## src/rtl/pbmc_consts.vh

```
// constants for the basic mode control register block
`ifndef PBMC_CONSTS_VH
`define PBMC_CONSTS_VH
// Notes on behaviour
// RULE1 - bit 15 starts reset, reads one, self-clears
// RULE2 - software reset reloads straps like power-up
// RULE3 - bit 14 loops MAC transmit to receive
// RULE4 - receive data absent up to 500 us
// RULE5 - forced speed code from bits 6 and 13
// RULE6 - bit 12 strap default, masks bits 13, 8
// RULE7 - bit 11 powers down all but registers
// RULE8 - power down is field OR low pin
// RULE9 - bit 10 isolates MAC data, management stays
// RULE10 - bit 9 restarts negotiation, self-clears, needs enable
// RULE11 - writing zero to bit 9 changes nothing
// RULE12 - bit 8 forces duplex, strap default
// RULE13 - collision test raises collision on transmit enable
// RULE14 - collision drops within 4 bit times
// RULE15 - bits 5:0 ignore writes, read zero
// RULE16 - latched-high holds one until read
// RULE17 - latched-low holds zero until read
// RULE18 - clear-on-read returns value then clears
// RULE19 - self-clearing follows its event
// RULE20 - strap fields load pin level at reset
// RULE21 - management works while powered down
// RULE22 - reset value: speed high bit one only

// ********
// register addresses on the management bus
// ********
`define PBMC_ADDR_BASIC_MODE_CONTROL 5'h00
`define PBMC_ADDR_EVENT_FLAGS 5'h1e

// ********
// field positions of basic_mode_control
// ********
`define PBMC_BIT_RESET 15
`define PBMC_BIT_LOOPBACK 14
`define PBMC_BIT_SPEED_LSB 13
`define PBMC_BIT_AN_ENABLE 12
`define PBMC_BIT_POWER_DOWN 11
`define PBMC_BIT_ISOLATE 10
`define PBMC_BIT_AN_RESTART 9
`define PBMC_BIT_DUPLEX 8
`define PBMC_BIT_COL_TEST 7
`define PBMC_BIT_SPEED_MSB 6

// ********
// reset values of the non-strap fields
// ********
`define PBMC_RST_SPEED_MSB 1'b1
`define PBMC_RST_OTHER 1'b0

// ********
// management frame opcodes
// ********
`define PBMC_OP_WRITE 2'b01
`define PBMC_OP_READ 2'b10

// ********
// access types of event fields
// ********
`define PBMC_ACC_LATCH_HIGH 2'd0
`define PBMC_ACC_LATCH_LOW 2'd1
`define PBMC_ACC_CLEAR_ON_READ 2'd2
`define PBMC_ACC_SELF_CLEAR 2'd3

// ********
// timing
// ********
`define PBMC_CLK_MHZ 100
`define PBMC_DEAD_TIME_US 500
`define PBMC_SW_RESET_CYCLES 8'd32

`endif

```

## src/rtl/pbmc_access_bit.v

```verilog
// one event field with a selectable management access type
`timescale 1ns/1ns
`default_nettype none
`include "pbmc_consts.vh"
module pbmc_access_bit #(
  parameter [1:0] KIND = 2'd0
) (
  // clock and reset
  input wire ref_clk_i,
  input wire rst_b_i,
  // event and management read pulse
  input wire event_i,
  input wire read_i,
  // field value
  output reg value_o
);
  // latched-low idles at one, the others at zero
  localparam IDLE = (KIND == `PBMC_ACC_LATCH_LOW) ? 1'b1 : 1'b0;

  // field update; the event wins over a read in the same cycle
  always @(posedge ref_clk_i)
  begin
    if (!rst_b_i)
      value_o <= IDLE;
    else
    begin
      case (KIND)
        // RULE16 - latch high, hold
        `PBMC_ACC_LATCH_HIGH: value_o <= event_i | (value_o & ~read_i);
        // RULE17 - latch low, hold
        `PBMC_ACC_LATCH_LOW: value_o <= ~event_i & (value_o | read_i);
        // RULE18 - clear after read
        `PBMC_ACC_CLEAR_ON_READ: value_o <= event_i | (value_o & ~read_i);
        // RULE19 - follows the event
        default: value_o <= event_i;
      endcase
    end
  end
endmodule // pbmc_access_bit
`default_nettype wire

```

## src/rtl/pbmc_basic_mode_control.v

```verilog
// basic mode control register with management slave and data steering
`timescale 1ns/1ns
`default_nettype none
`include "pbmc_consts.vh"
module pbmc_basic_mode_control #(
  parameter [15:0] DEAD_TIME_CYCLES = `PBMC_DEAD_TIME_US * `PBMC_CLK_MHZ
) (
  // clock and reset
  input wire ref_clk_i,
  input wire rst_b_i,
  // serial management pins
  input wire mdc_i,
  input wire mdio_i,
  output reg mdio_o,
  output reg mdio_oe_o,
  // bootstrap pins
  input wire [4:0] strap_phy_addr_i,
  input wire strap_an_enable_i,
  input wire strap_duplex_i,
  // active-low power down pin
  input wire power_down_request_pin_b_i,
  // MAC side data
  input wire [7:0] mac_txd_i,
  input wire mac_tx_en_i,
  output reg [7:0] mac_rxd_o,
  output reg mac_rx_dv_o,
  output reg mac_col_o,
  // line side data
  input wire [7:0] line_rxd_i,
  input wire line_rx_dv_i,
  output reg [7:0] line_txd_o,
  output reg line_tx_en_o,
  // negotiation engine handshake
  input wire an_started_i,
  output reg an_restart_o,
  // operating mode
  output reg [1:0] speed_o,
  output reg duplex_o,
  output reg an_enable_o,
  output reg power_down_o,
  output reg isolate_o,
  output reg soft_reset_o
);

  // ********
  // management frame states
  // ********
  localparam [2:0] S_IDLE = 3'd0;
  localparam [2:0] S_START = 3'd1;
  localparam [2:0] S_HDR = 3'd2;
  localparam [2:0] S_TA = 3'd3;
  localparam [2:0] S_DATA = 3'd4;

  // ********
  // pin synchronisers
  // ********
  wire [3:0] pins_s; // mdc, mdio, power pin, negotiation strap
  wire dup_s; // duplex strap
  wire mdc_s;
  wire mdio_s;
  wire pdn_pin_b_s;
  wire [4:0] phy_addr_s;

  pbmc_sync #(
    .W(4)
  ) u_sync_mgmt (
    .ref_clk_i(ref_clk_i),
    .async_i({mdc_i, mdio_i, power_down_request_pin_b_i, strap_an_enable_i}),
    .sync_o(pins_s)
  );

  pbmc_sync #(
    .W(5)
  ) u_sync_addr (
    .ref_clk_i(ref_clk_i),
    .async_i(strap_phy_addr_i),
    .sync_o(phy_addr_s)
  );

  pbmc_sync #(
    .W(1)
  ) u_sync_dup (
    .ref_clk_i(ref_clk_i),
    .async_i(strap_duplex_i),
    .sync_o(dup_s)
  );

  assign mdc_s = pins_s[3];
  assign mdio_s = pins_s[2];
  assign pdn_pin_b_s = pins_s[1];

  // ********
  // register fields
  // ********
  reg f_reset; // software reset in progress
  reg f_loop; // loopback
  reg f_speed_lsb; // forced speed low bit
  reg f_an_en; // negotiation enable
  reg f_pdn; // power down field
  reg f_iso; // isolate
  reg f_restart; // negotiation restart pending
  reg f_duplex; // forced duplex
  reg f_coltest; // collision test
  reg f_speed_msb; // forced speed high bit
  reg strap_load; // straps still to be loaded
  reg [7:0] sw_cnt; // software reset hold counter
  reg [4:0] phy_addr; // latched management address

  // ********
  // management slave state
  // ********
  reg [2:0] state;
  reg mdc_q; // previous synchronised mdc
  reg [3:0] bit_cnt;
  reg [15:0] shreg;
  reg is_read; // frame reads and addresses us
  reg is_write; // frame writes and addresses us
  reg [4:0] reg_addr;
  reg wr_pulse; // one cycle write strobe
  reg [15:0] wr_data;
  reg [4:0] wr_addr;
  reg rd_pulse; // one cycle read strobe
  reg [4:0] rd_addr;
  wire flags_rd = rd_pulse && (rd_addr == `PBMC_ADDR_EVENT_FLAGS); // event flag read
  wire mdc_rise;
  wire pin_pdn;
  wire pdn_eff;

  // ********
  // event fields and data path state
  // ********
  wire ev_rst_seen;
  wire ev_iso_ok;
  wire ev_col_seen;
  wire ev_pdn_now;
  reg loop_q; // loopback one cycle ago
  reg [15:0] dead_cnt; // receive dead time left
  reg rst_done; // software reset finished this cycle

  assign mdc_rise = mdc_s & ~mdc_q;
  // RULE8 - field OR pin
  assign pin_pdn = ~pdn_pin_b_s;
  assign pdn_eff = f_pdn | pin_pdn;

  // ********
  // read value assembly
  // ********
  // shared by frame read-out for every address
  function [15:0] read_value;
    input [4:0] addr;
    begin
      read_value = 16'h0000;
      if (addr == `PBMC_ADDR_BASIC_MODE_CONTROL)
      begin
        read_value[`PBMC_BIT_RESET] = f_reset;
        read_value[`PBMC_BIT_LOOPBACK] = f_loop;
        read_value[`PBMC_BIT_SPEED_LSB] = f_speed_lsb;
        read_value[`PBMC_BIT_AN_ENABLE] = f_an_en;
        // RULE8 - pin reads as set
        read_value[`PBMC_BIT_POWER_DOWN] = pdn_eff;
        read_value[`PBMC_BIT_ISOLATE] = f_iso;
        read_value[`PBMC_BIT_AN_RESTART] = f_restart;
        read_value[`PBMC_BIT_DUPLEX] = f_duplex;
        read_value[`PBMC_BIT_COL_TEST] = f_coltest;
        read_value[`PBMC_BIT_SPEED_MSB] = f_speed_msb;
        // RULE15 - reserved read zero
        read_value[5:0] = 6'h00;
      end
      else if (addr == `PBMC_ADDR_EVENT_FLAGS)
        read_value[3:0] = {ev_pdn_now, ev_col_seen, ev_iso_ok, ev_rst_seen};
    end
  endfunction

  // ********
  // management frame receiver and driver
  // ********
  // RULE21 - runs whatever the power state
  // sampled on mdc rise; our output changes right after it
  always @(posedge ref_clk_i)
  begin
    if (!rst_b_i)
    begin
      state <= S_IDLE;
      mdc_q <= 1'b0;
      bit_cnt <= 4'h0;
      shreg <= 16'h0000;
      is_read <= 1'b0;
      is_write <= 1'b0;
      reg_addr <= 5'h00;
      wr_pulse <= 1'b0;
      wr_data <= 16'h0000;
      wr_addr <= 5'h00;
      rd_pulse <= 1'b0;
      rd_addr <= 5'h00;
      mdio_o <= 1'b0;
      mdio_oe_o <= 1'b0;
    end
    else
    begin
      mdc_q <= mdc_s;
      wr_pulse <= 1'b0;
      rd_pulse <= 1'b0;
      if (mdc_rise)
      begin
        case (state)
          // preamble ones, frame begins with a zero
          S_IDLE:
          begin
            if (!mdio_s)
              state <= S_START;
          end
          // second start bit must be one
          S_START:
          begin
            bit_cnt <= 4'h0;
            state <= mdio_s ? S_HDR : S_IDLE;
          end
          // opcode, phy address, register address
          S_HDR:
          begin
            shreg <= {shreg[14:0], mdio_s};
            bit_cnt <= bit_cnt + 4'h1;
            if (bit_cnt == 4'hb)
            begin
              is_read <= (shreg[10:9] == `PBMC_OP_READ) &&
                (shreg[8:4] == phy_addr);
              is_write <= (shreg[10:9] == `PBMC_OP_WRITE) &&
                (shreg[8:4] == phy_addr);
              reg_addr <= {shreg[3:0], mdio_s};
              bit_cnt <= 4'h0;
              state <= S_TA;
            end
          end
          // turnaround: drive zero in its second half for reads
          S_TA:
          begin
            bit_cnt <= bit_cnt + 4'h1;
            if (bit_cnt == 4'h0)
            begin
              mdio_oe_o <= is_read;
              mdio_o <= 1'b0;
            end
            else
            begin
              bit_cnt <= 4'h0;
              state <= S_DATA;
              if (is_read)
              begin
                shreg <= read_value(reg_addr);
                mdio_o <= |(read_value(reg_addr) & 16'h8000);
                rd_pulse <= 1'b1;
                rd_addr <= reg_addr;
              end
            end
          end
          // sixteen data bits, most significant first
          S_DATA:
          begin
            bit_cnt <= bit_cnt + 4'h1;
            if (is_read)
            begin
              shreg <= {shreg[14:0], 1'b0};
              mdio_o <= shreg[14];
            end
            else
              shreg <= {shreg[14:0], mdio_s};
            if (bit_cnt == 4'hf)
            begin
              mdio_oe_o <= 1'b0;
              wr_pulse <= is_write;
              wr_data <= {shreg[14:0], mdio_s};
              wr_addr <= reg_addr;
              state <= S_IDLE;
            end
          end
          default: state <= S_IDLE;
        endcase
      end
    end
  end

  // ********
  // control register fields
  // ********
  always @(posedge ref_clk_i)
  begin
    rst_done <= 1'b0;
    if (!rst_b_i)
    begin
      // RULE22 - reset values
      f_reset <= `PBMC_RST_OTHER;
      f_loop <= `PBMC_RST_OTHER;
      f_speed_lsb <= `PBMC_RST_OTHER;
      f_an_en <= `PBMC_RST_OTHER;
      f_pdn <= `PBMC_RST_OTHER;
      f_iso <= `PBMC_RST_OTHER;
      f_restart <= `PBMC_RST_OTHER;
      f_duplex <= `PBMC_RST_OTHER;
      f_coltest <= `PBMC_RST_OTHER;
      f_speed_msb <= `PBMC_RST_SPEED_MSB;
      strap_load <= 1'b1;
      sw_cnt <= 8'h00;
      phy_addr <= 5'h00;
    end
    else if (strap_load)
    begin
      // RULE20 - straps sampled after release
      f_an_en <= pins_s[0];
      f_duplex <= dup_s;
      phy_addr <= phy_addr_s;
      strap_load <= 1'b0;
    end
    else if (f_reset)
    begin
      // RULE1 - hold, then self-clear
      sw_cnt <= sw_cnt + 8'h01;
      if (sw_cnt == `PBMC_SW_RESET_CYCLES)
      begin
        f_reset <= 1'b0;
        f_loop <= `PBMC_RST_OTHER;
        f_speed_lsb <= `PBMC_RST_OTHER;
        f_pdn <= `PBMC_RST_OTHER;
        f_iso <= `PBMC_RST_OTHER;
        f_restart <= `PBMC_RST_OTHER;
        f_coltest <= `PBMC_RST_OTHER;
        f_speed_msb <= `PBMC_RST_SPEED_MSB;
        // RULE2 - restrap on software reset
        strap_load <= 1'b1;
        rst_done <= 1'b1;
      end
    end
    else
    begin
      // negotiation has begun: pending restart drops
      if (an_started_i)
        f_restart <= 1'b0;
      if (wr_pulse && (wr_addr == `PBMC_ADDR_BASIC_MODE_CONTROL))
      begin
        // RULE1 - write one starts reset
        f_reset <= wr_data[`PBMC_BIT_RESET];
        sw_cnt <= 8'h00;
        f_loop <= wr_data[`PBMC_BIT_LOOPBACK];
        f_speed_lsb <= wr_data[`PBMC_BIT_SPEED_LSB];
        f_an_en <= wr_data[`PBMC_BIT_AN_ENABLE];
        f_pdn <= wr_data[`PBMC_BIT_POWER_DOWN];
        f_iso <= wr_data[`PBMC_BIT_ISOLATE];
        f_duplex <= wr_data[`PBMC_BIT_DUPLEX];
        f_coltest <= wr_data[`PBMC_BIT_COL_TEST];
        f_speed_msb <= wr_data[`PBMC_BIT_SPEED_MSB];
        // RULE10 - ignored unless enabled
        // RULE11 - zero leaves restart alone
        if (wr_data[`PBMC_BIT_AN_RESTART] && wr_data[`PBMC_BIT_AN_ENABLE])
          f_restart <= 1'b1;
      end
    end
  end

  // ********
  // event fields, one of each access type
  // ********
  // latched high: a software reset has completed
  pbmc_access_bit #(
    .KIND(`PBMC_ACC_LATCH_HIGH)
  ) u_ev_rst (
    .ref_clk_i(ref_clk_i),
    .rst_b_i(rst_b_i),
    .event_i(rst_done),
    .read_i(flags_rd),
    .value_o(ev_rst_seen)
  );

  // latched low: port has been isolated
  pbmc_access_bit #(
    .KIND(`PBMC_ACC_LATCH_LOW)
  ) u_ev_iso (
    .ref_clk_i(ref_clk_i),
    .rst_b_i(rst_b_i),
    .event_i(f_iso),
    .read_i(flags_rd),
    .value_o(ev_iso_ok)
  );

  // clear on read: a test collision was signalled
  pbmc_access_bit #(
    .KIND(`PBMC_ACC_CLEAR_ON_READ)
  ) u_ev_col (
    .ref_clk_i(ref_clk_i),
    .rst_b_i(rst_b_i),
    .event_i(mac_col_o),
    .read_i(flags_rd),
    .value_o(ev_col_seen)
  );

  // self clearing: power down is in force
  pbmc_access_bit #(
    .KIND(`PBMC_ACC_SELF_CLEAR)
  ) u_ev_pdn (
    .ref_clk_i(ref_clk_i),
    .rst_b_i(rst_b_i),
    .event_i(pdn_eff),
    .read_i(1'b0),
    .value_o(ev_pdn_now)
  );

  // ********
  // data steering and mode outputs
  // ********
  // one register stage everywhere, so loopback adds one cycle
  always @(posedge ref_clk_i)
  begin
    if (!rst_b_i)
    begin
      loop_q <= 1'b0;
      dead_cnt <= 16'h0000;
      mac_rxd_o <= 8'h00;
      mac_rx_dv_o <= 1'b0;
      mac_col_o <= 1'b0;
      line_txd_o <= 8'h00;
      line_tx_en_o <= 1'b0;
      an_restart_o <= 1'b0;
      speed_o <= 2'b10;
      duplex_o <= 1'b0;
      an_enable_o <= 1'b0;
      power_down_o <= 1'b0;
      isolate_o <= 1'b0;
      soft_reset_o <= 1'b0;
    end
    else
    begin
      loop_q <= f_loop;
      // RULE4 - receive dead time on loopback entry
      if (f_loop && !loop_q)
        dead_cnt <= DEAD_TIME_CYCLES;
      else if (dead_cnt != 16'h0000)
        dead_cnt <= dead_cnt - 16'h0001;
      // RULE7 - powered down: data idle
      // RULE9 - isolated: MAC side idle
      if (pdn_eff || f_iso || f_reset)
      begin
        mac_rxd_o <= 8'h00;
        mac_rx_dv_o <= 1'b0;
        line_txd_o <= 8'h00;
        line_tx_en_o <= 1'b0;
      end
      else if (f_loop)
      begin
        // RULE3 - transmit back to receive
        mac_rxd_o <= mac_txd_i;
        // entry cycle held off too, before the counter loads
        mac_rx_dv_o <= mac_tx_en_i && loop_q && (dead_cnt == 16'h0000);
        line_txd_o <= 8'h00;
        line_tx_en_o <= 1'b0;
      end
      else
      begin
        mac_rxd_o <= line_rxd_i;
        mac_rx_dv_o <= line_rx_dv_i;
        line_txd_o <= mac_txd_i;
        line_tx_en_o <= mac_tx_en_i;
      end
      // RULE13 - collision follows transmit enable
      // RULE14 - drops one cycle after it
      mac_col_o <= f_coltest && mac_tx_en_i && !pdn_eff && !f_iso;
      // RULE5 - speed code {bit 6, bit 13}
      // RULE6 - low bit ignored when negotiating
      speed_o <= {f_speed_msb, f_speed_lsb & ~f_an_en};
      // RULE12 - forced duplex when not negotiating
      duplex_o <= f_an_en | f_duplex;
      an_enable_o <= f_an_en;
      an_restart_o <= f_restart;
      power_down_o <= pdn_eff;
      isolate_o <= f_iso;
      soft_reset_o <= f_reset;
    end
  end

endmodule // pbmc_basic_mode_control
`default_nettype wire

```

## src/rtl/pbmc_sync.v

```verilog
// two flip-flop synchroniser for pin inputs
`timescale 1ns/1ns
`default_nettype none
module pbmc_sync #(
  parameter W = 1
) (
  // clock
  input wire ref_clk_i,
  // asynchronous level in
  input wire [W-1:0] async_i,
  // synchronised level out
  output wire [W-1:0] sync_o
);
  // no reset: straps must be valid while the core reset is still held
  reg [W-1:0] meta;
  reg [W-1:0] stable;

  // first stage feeds only the second stage
  always @(posedge ref_clk_i)
  begin
    meta <= async_i;
    stable <= meta;
  end

  assign sync_o = stable;
endmodule // pbmc_sync
`default_nettype wire
```

## config.mk

```make
export PLATFORM = sky130hd
export DESIGN_NAME = pbmc_basic_mode_control
export DESIGN_NICKNAME = d
export VERILOG_FILES = /design/src/rtl/pbmc_access_bit.v /design/src/rtl/pbmc_basic_mode_control.v /design/src/rtl/pbmc_sync.v
export VERILOG_INCLUDE_DIRS = /design/src /design/src/rtl
export SDC_FILE = /design/constraint.sdc
export NUM_CORES = 1
export LEC_CHECK = 0
export BUFFER_PORTS_ARGS = -buffer_cell sky130_fd_sc_hd__buf_2
export CORE_MARGIN = 3
export CORE_UTILIZATION = 60
export DETAILED_ROUTE_END_ITERATION = 7
export PLACE_DENSITY = 0.83
export SLEW_MARGIN = 20
export SYNTH_ARGS = -nofsm -noshare
export SYNTH_HDL_FRONTEND = slang
export SYNTH_HIERARCHICAL = 1
export SYNTH_SLANG_ARGS = --single-unit
```

## constraint.sdc

```tcl
create_clock -name ref_clk_i -period 3.2 [get_ports ref_clk_i]
set_input_delay 0.96 -clock ref_clk_i [delete_from_list [all_inputs] [get_ports ref_clk_i]]
set_output_delay 0.96 -clock ref_clk_i [all_outputs]
set_load 0.03 [all_outputs]
```

==> flow_summary.yaml <==
floorplan:
  start_util_pct: 63.2
  fp.dieW_um: 103
  ios: 60
  core_area_um2: 8890
  dieArea_um2: 10600
  dieHeight_um: 103
  rows: 34
pwr:
  p_int_mw: 3.39
  seqPwrFrac_pct: 43.4
  clkPwrFrac_pct: 41.7
  powerDensity_nw_per_um2: 727
  switching_share_pct: 29.1
  ir_drop_mv: 0.409
  p_leak_nw: 2.65
  pwr-share-comb_pct: 14.9
  power_switching_mw: 1.39
placed_design:
  pre_cts_ws_ns: 0.845
  numPortBuffers: 59
  dp_hpwl_um: 8000
  dpl.cell_count: 746
  placed_area_um2: 5970
  routabilityCongestion: 0.815
clocking:
  clk_latency_ns: 0.52
  ctsHoldBuffers: 0
  clock-sinks: 147
  cts_inserted_buffers: 17
  cts_setup_buffers: 0
  cts.htree.levels: 4
  cts.clk_slew.worst_paths_ns: 0.07
  tritoncts: "yes"
  clockRootBuffer: "clkbuf_8"
  clk_path_buf_depth: 2
  ctsResizeCount: 0
timing:
  min_period_over_period_pct: 70.8
  setup_ws_ns: 0.935
  fin_tns_setup_ns: 0
  skew_ns: 0.00870
  rsz0062_at_grt: "false"
  min_period_ns: 2.26
  hold_viol: 0
  relSlewSlack_pct: 35.1
  fmax_ghz: 0.442
  worst_pin_slew_ns: 0.968
  setup_viol: 0
  slew_viol_final: 0
worst_setup_path:
  endpoint_kind: "register"
  start_kind: "register"
  arrival_ns: 2.71
  critPathRequiredTime_ns: 3.64
  criticalPathCategory: "reg -> reg"
  path_max_fanout: 16
  crit_slowest_cell: "nor3_2"
  cp_cell_sequence: "or3b_1 > nor3_2 > nand2_1 > a21oi_1"
  crit_path_max_incr_delay_ns: 0.82
global_route:
  grt_pass1_wl_um: 20800
  grt_start_max_net_pins: 70
  grtUsageTotal_pct: 25.2
  antenna_found_initial: 0
  grt_overflow_total: 0
  grt_pass1_vias: 4425
drt:
  routedWlPerCell_um: 16.3
  drc: 0
  routed_wl_um: 12700
  viasPerCell: 5.96
  dr.pass1.iters: 5
  vias: 4633
  drtIter0Drc: 318
  postRouteAntennaNets: 0
finish:
  fin_util_pct: 73.9
  final_area_um2: 6570
  multi_input_area_um2: 2470
  antenna_cells: 0
  fin_cells: 778
  area_growth_pct: 16.9
  final-seq-area_um2: 2940
  fin_nets: 694
  fillers: 603
  drive_above_1_share_pct: 16.9
synth:
  synth.net_count: 639
  synth_warnings: 6
  syn_inst: 602
  syn_area_um2: 5620
  synth.avg_cell_area_um2: 9.33
outcome:
  status: "finished, final reports clean"
hold_path:
  hold_path_class: "reg -> reg"
flow_run:
  max-cap-violations: 0
-- metrics by stage --
stage | power, mW | hold slack, ns
global route | 4.97 | 0.333
floorplan | 2.62 | 0.310
CTS | 4.79 | 0.328
global placement | 2.74 | 0.310
finish | 4.78 | 0.328
detailed placement | 2.78 | 0.312
-- flip-flops by register name, indices dropped and copies added (netlist names), 8 cells and up --
name	count
line_txd_o	8
mac_rxd_o	8
dead_cnt	16
sw_cnt	8
wr_data	10
shreg	15
-- metal layers --
| layer | wire [µm] | vias up | track usage [%] |
|---|---|---|---|
| li1 | - | 2214 | - |
| met1 | 5080 | 2180 | 30.9 |
| met2 | 6470 | 198 | 41.8 |
| met3 | 718 | 41 | 5.95 |
| met4 | 395 | 0 | 12.3 |
| met5 | 0 | - | 0 |
-- final cells by class --
type                            instances  area share [%]
Tap cell                              108            2.06
Sequential cell                       147            44.8
Inverter                               16           0.914
Timing Repair Buffer                   65            5.37
Multi-Input combinational cell        410            37.7
Clock buffer                           17            6.31
Clock inverter                         15            2.86
-- power groups by stage --
stage / clock network [mW] / registers, mW / logic, mW
final: 1.99 / 2.07 / 0.711
after global routing: 2.09 / 2.09 / 0.794
after CTS: 2.01 / 2.07 / 0.708
after detailed placement: 0 / 2.11 / 0.673
after global placement: 0 / 2.10 / 0.644
after floorplan: 0 / 2.10 / 0.524
-- worst max-delay path: cells and delay by family, from the launching register on --
kind               cells  cell delay (ns)
AOI/OAI and AO/OA      1             0.20
and+or+nand+nor        3             1.50
DFF                    1             0.48
-- worst paths after layout --
path | start | to | slack, ns | cells past startpoint
min | u_sync_mgmt/meta[2]$_DFF_P_ | u_sync_mgmt/sync_o[2]$_DFF_P_ | 0.33 | 0
min reg2reg | u_sync_mgmt/meta[2]$_DFF_P_ | u_sync_mgmt/sync_o[2]$_DFF_P_ | 0.33 | 0
max reg2reg | state[2]$_SDFFE_PN0P_ | wr_data[9]$_SDFFE_PN0P_ | 0.94 | 4
max | state[2]$_SDFFE_PN0P_ | wr_data[9]$_SDFFE_PN0P_ | 0.94 | 4
-- cells in the final DEF, fill, tap and decap left out, drive strengths merged, types with 7 or more instances in the layout --
master	count
nand2	67
nand3	13
nand4	7
xnor2	8
o21ai	17
nor2	75
a21oi	46
mux2i	29
dfxtp	147
nor4	7
inv	22
clkinv	7
a22oi	11
or3	8
and2	14
nor3	13
clkbuf	17
xor2	8
buf	65
a211oi	13
nand2b	12
No activity file was read; power rests on OpenSTA's default activity.
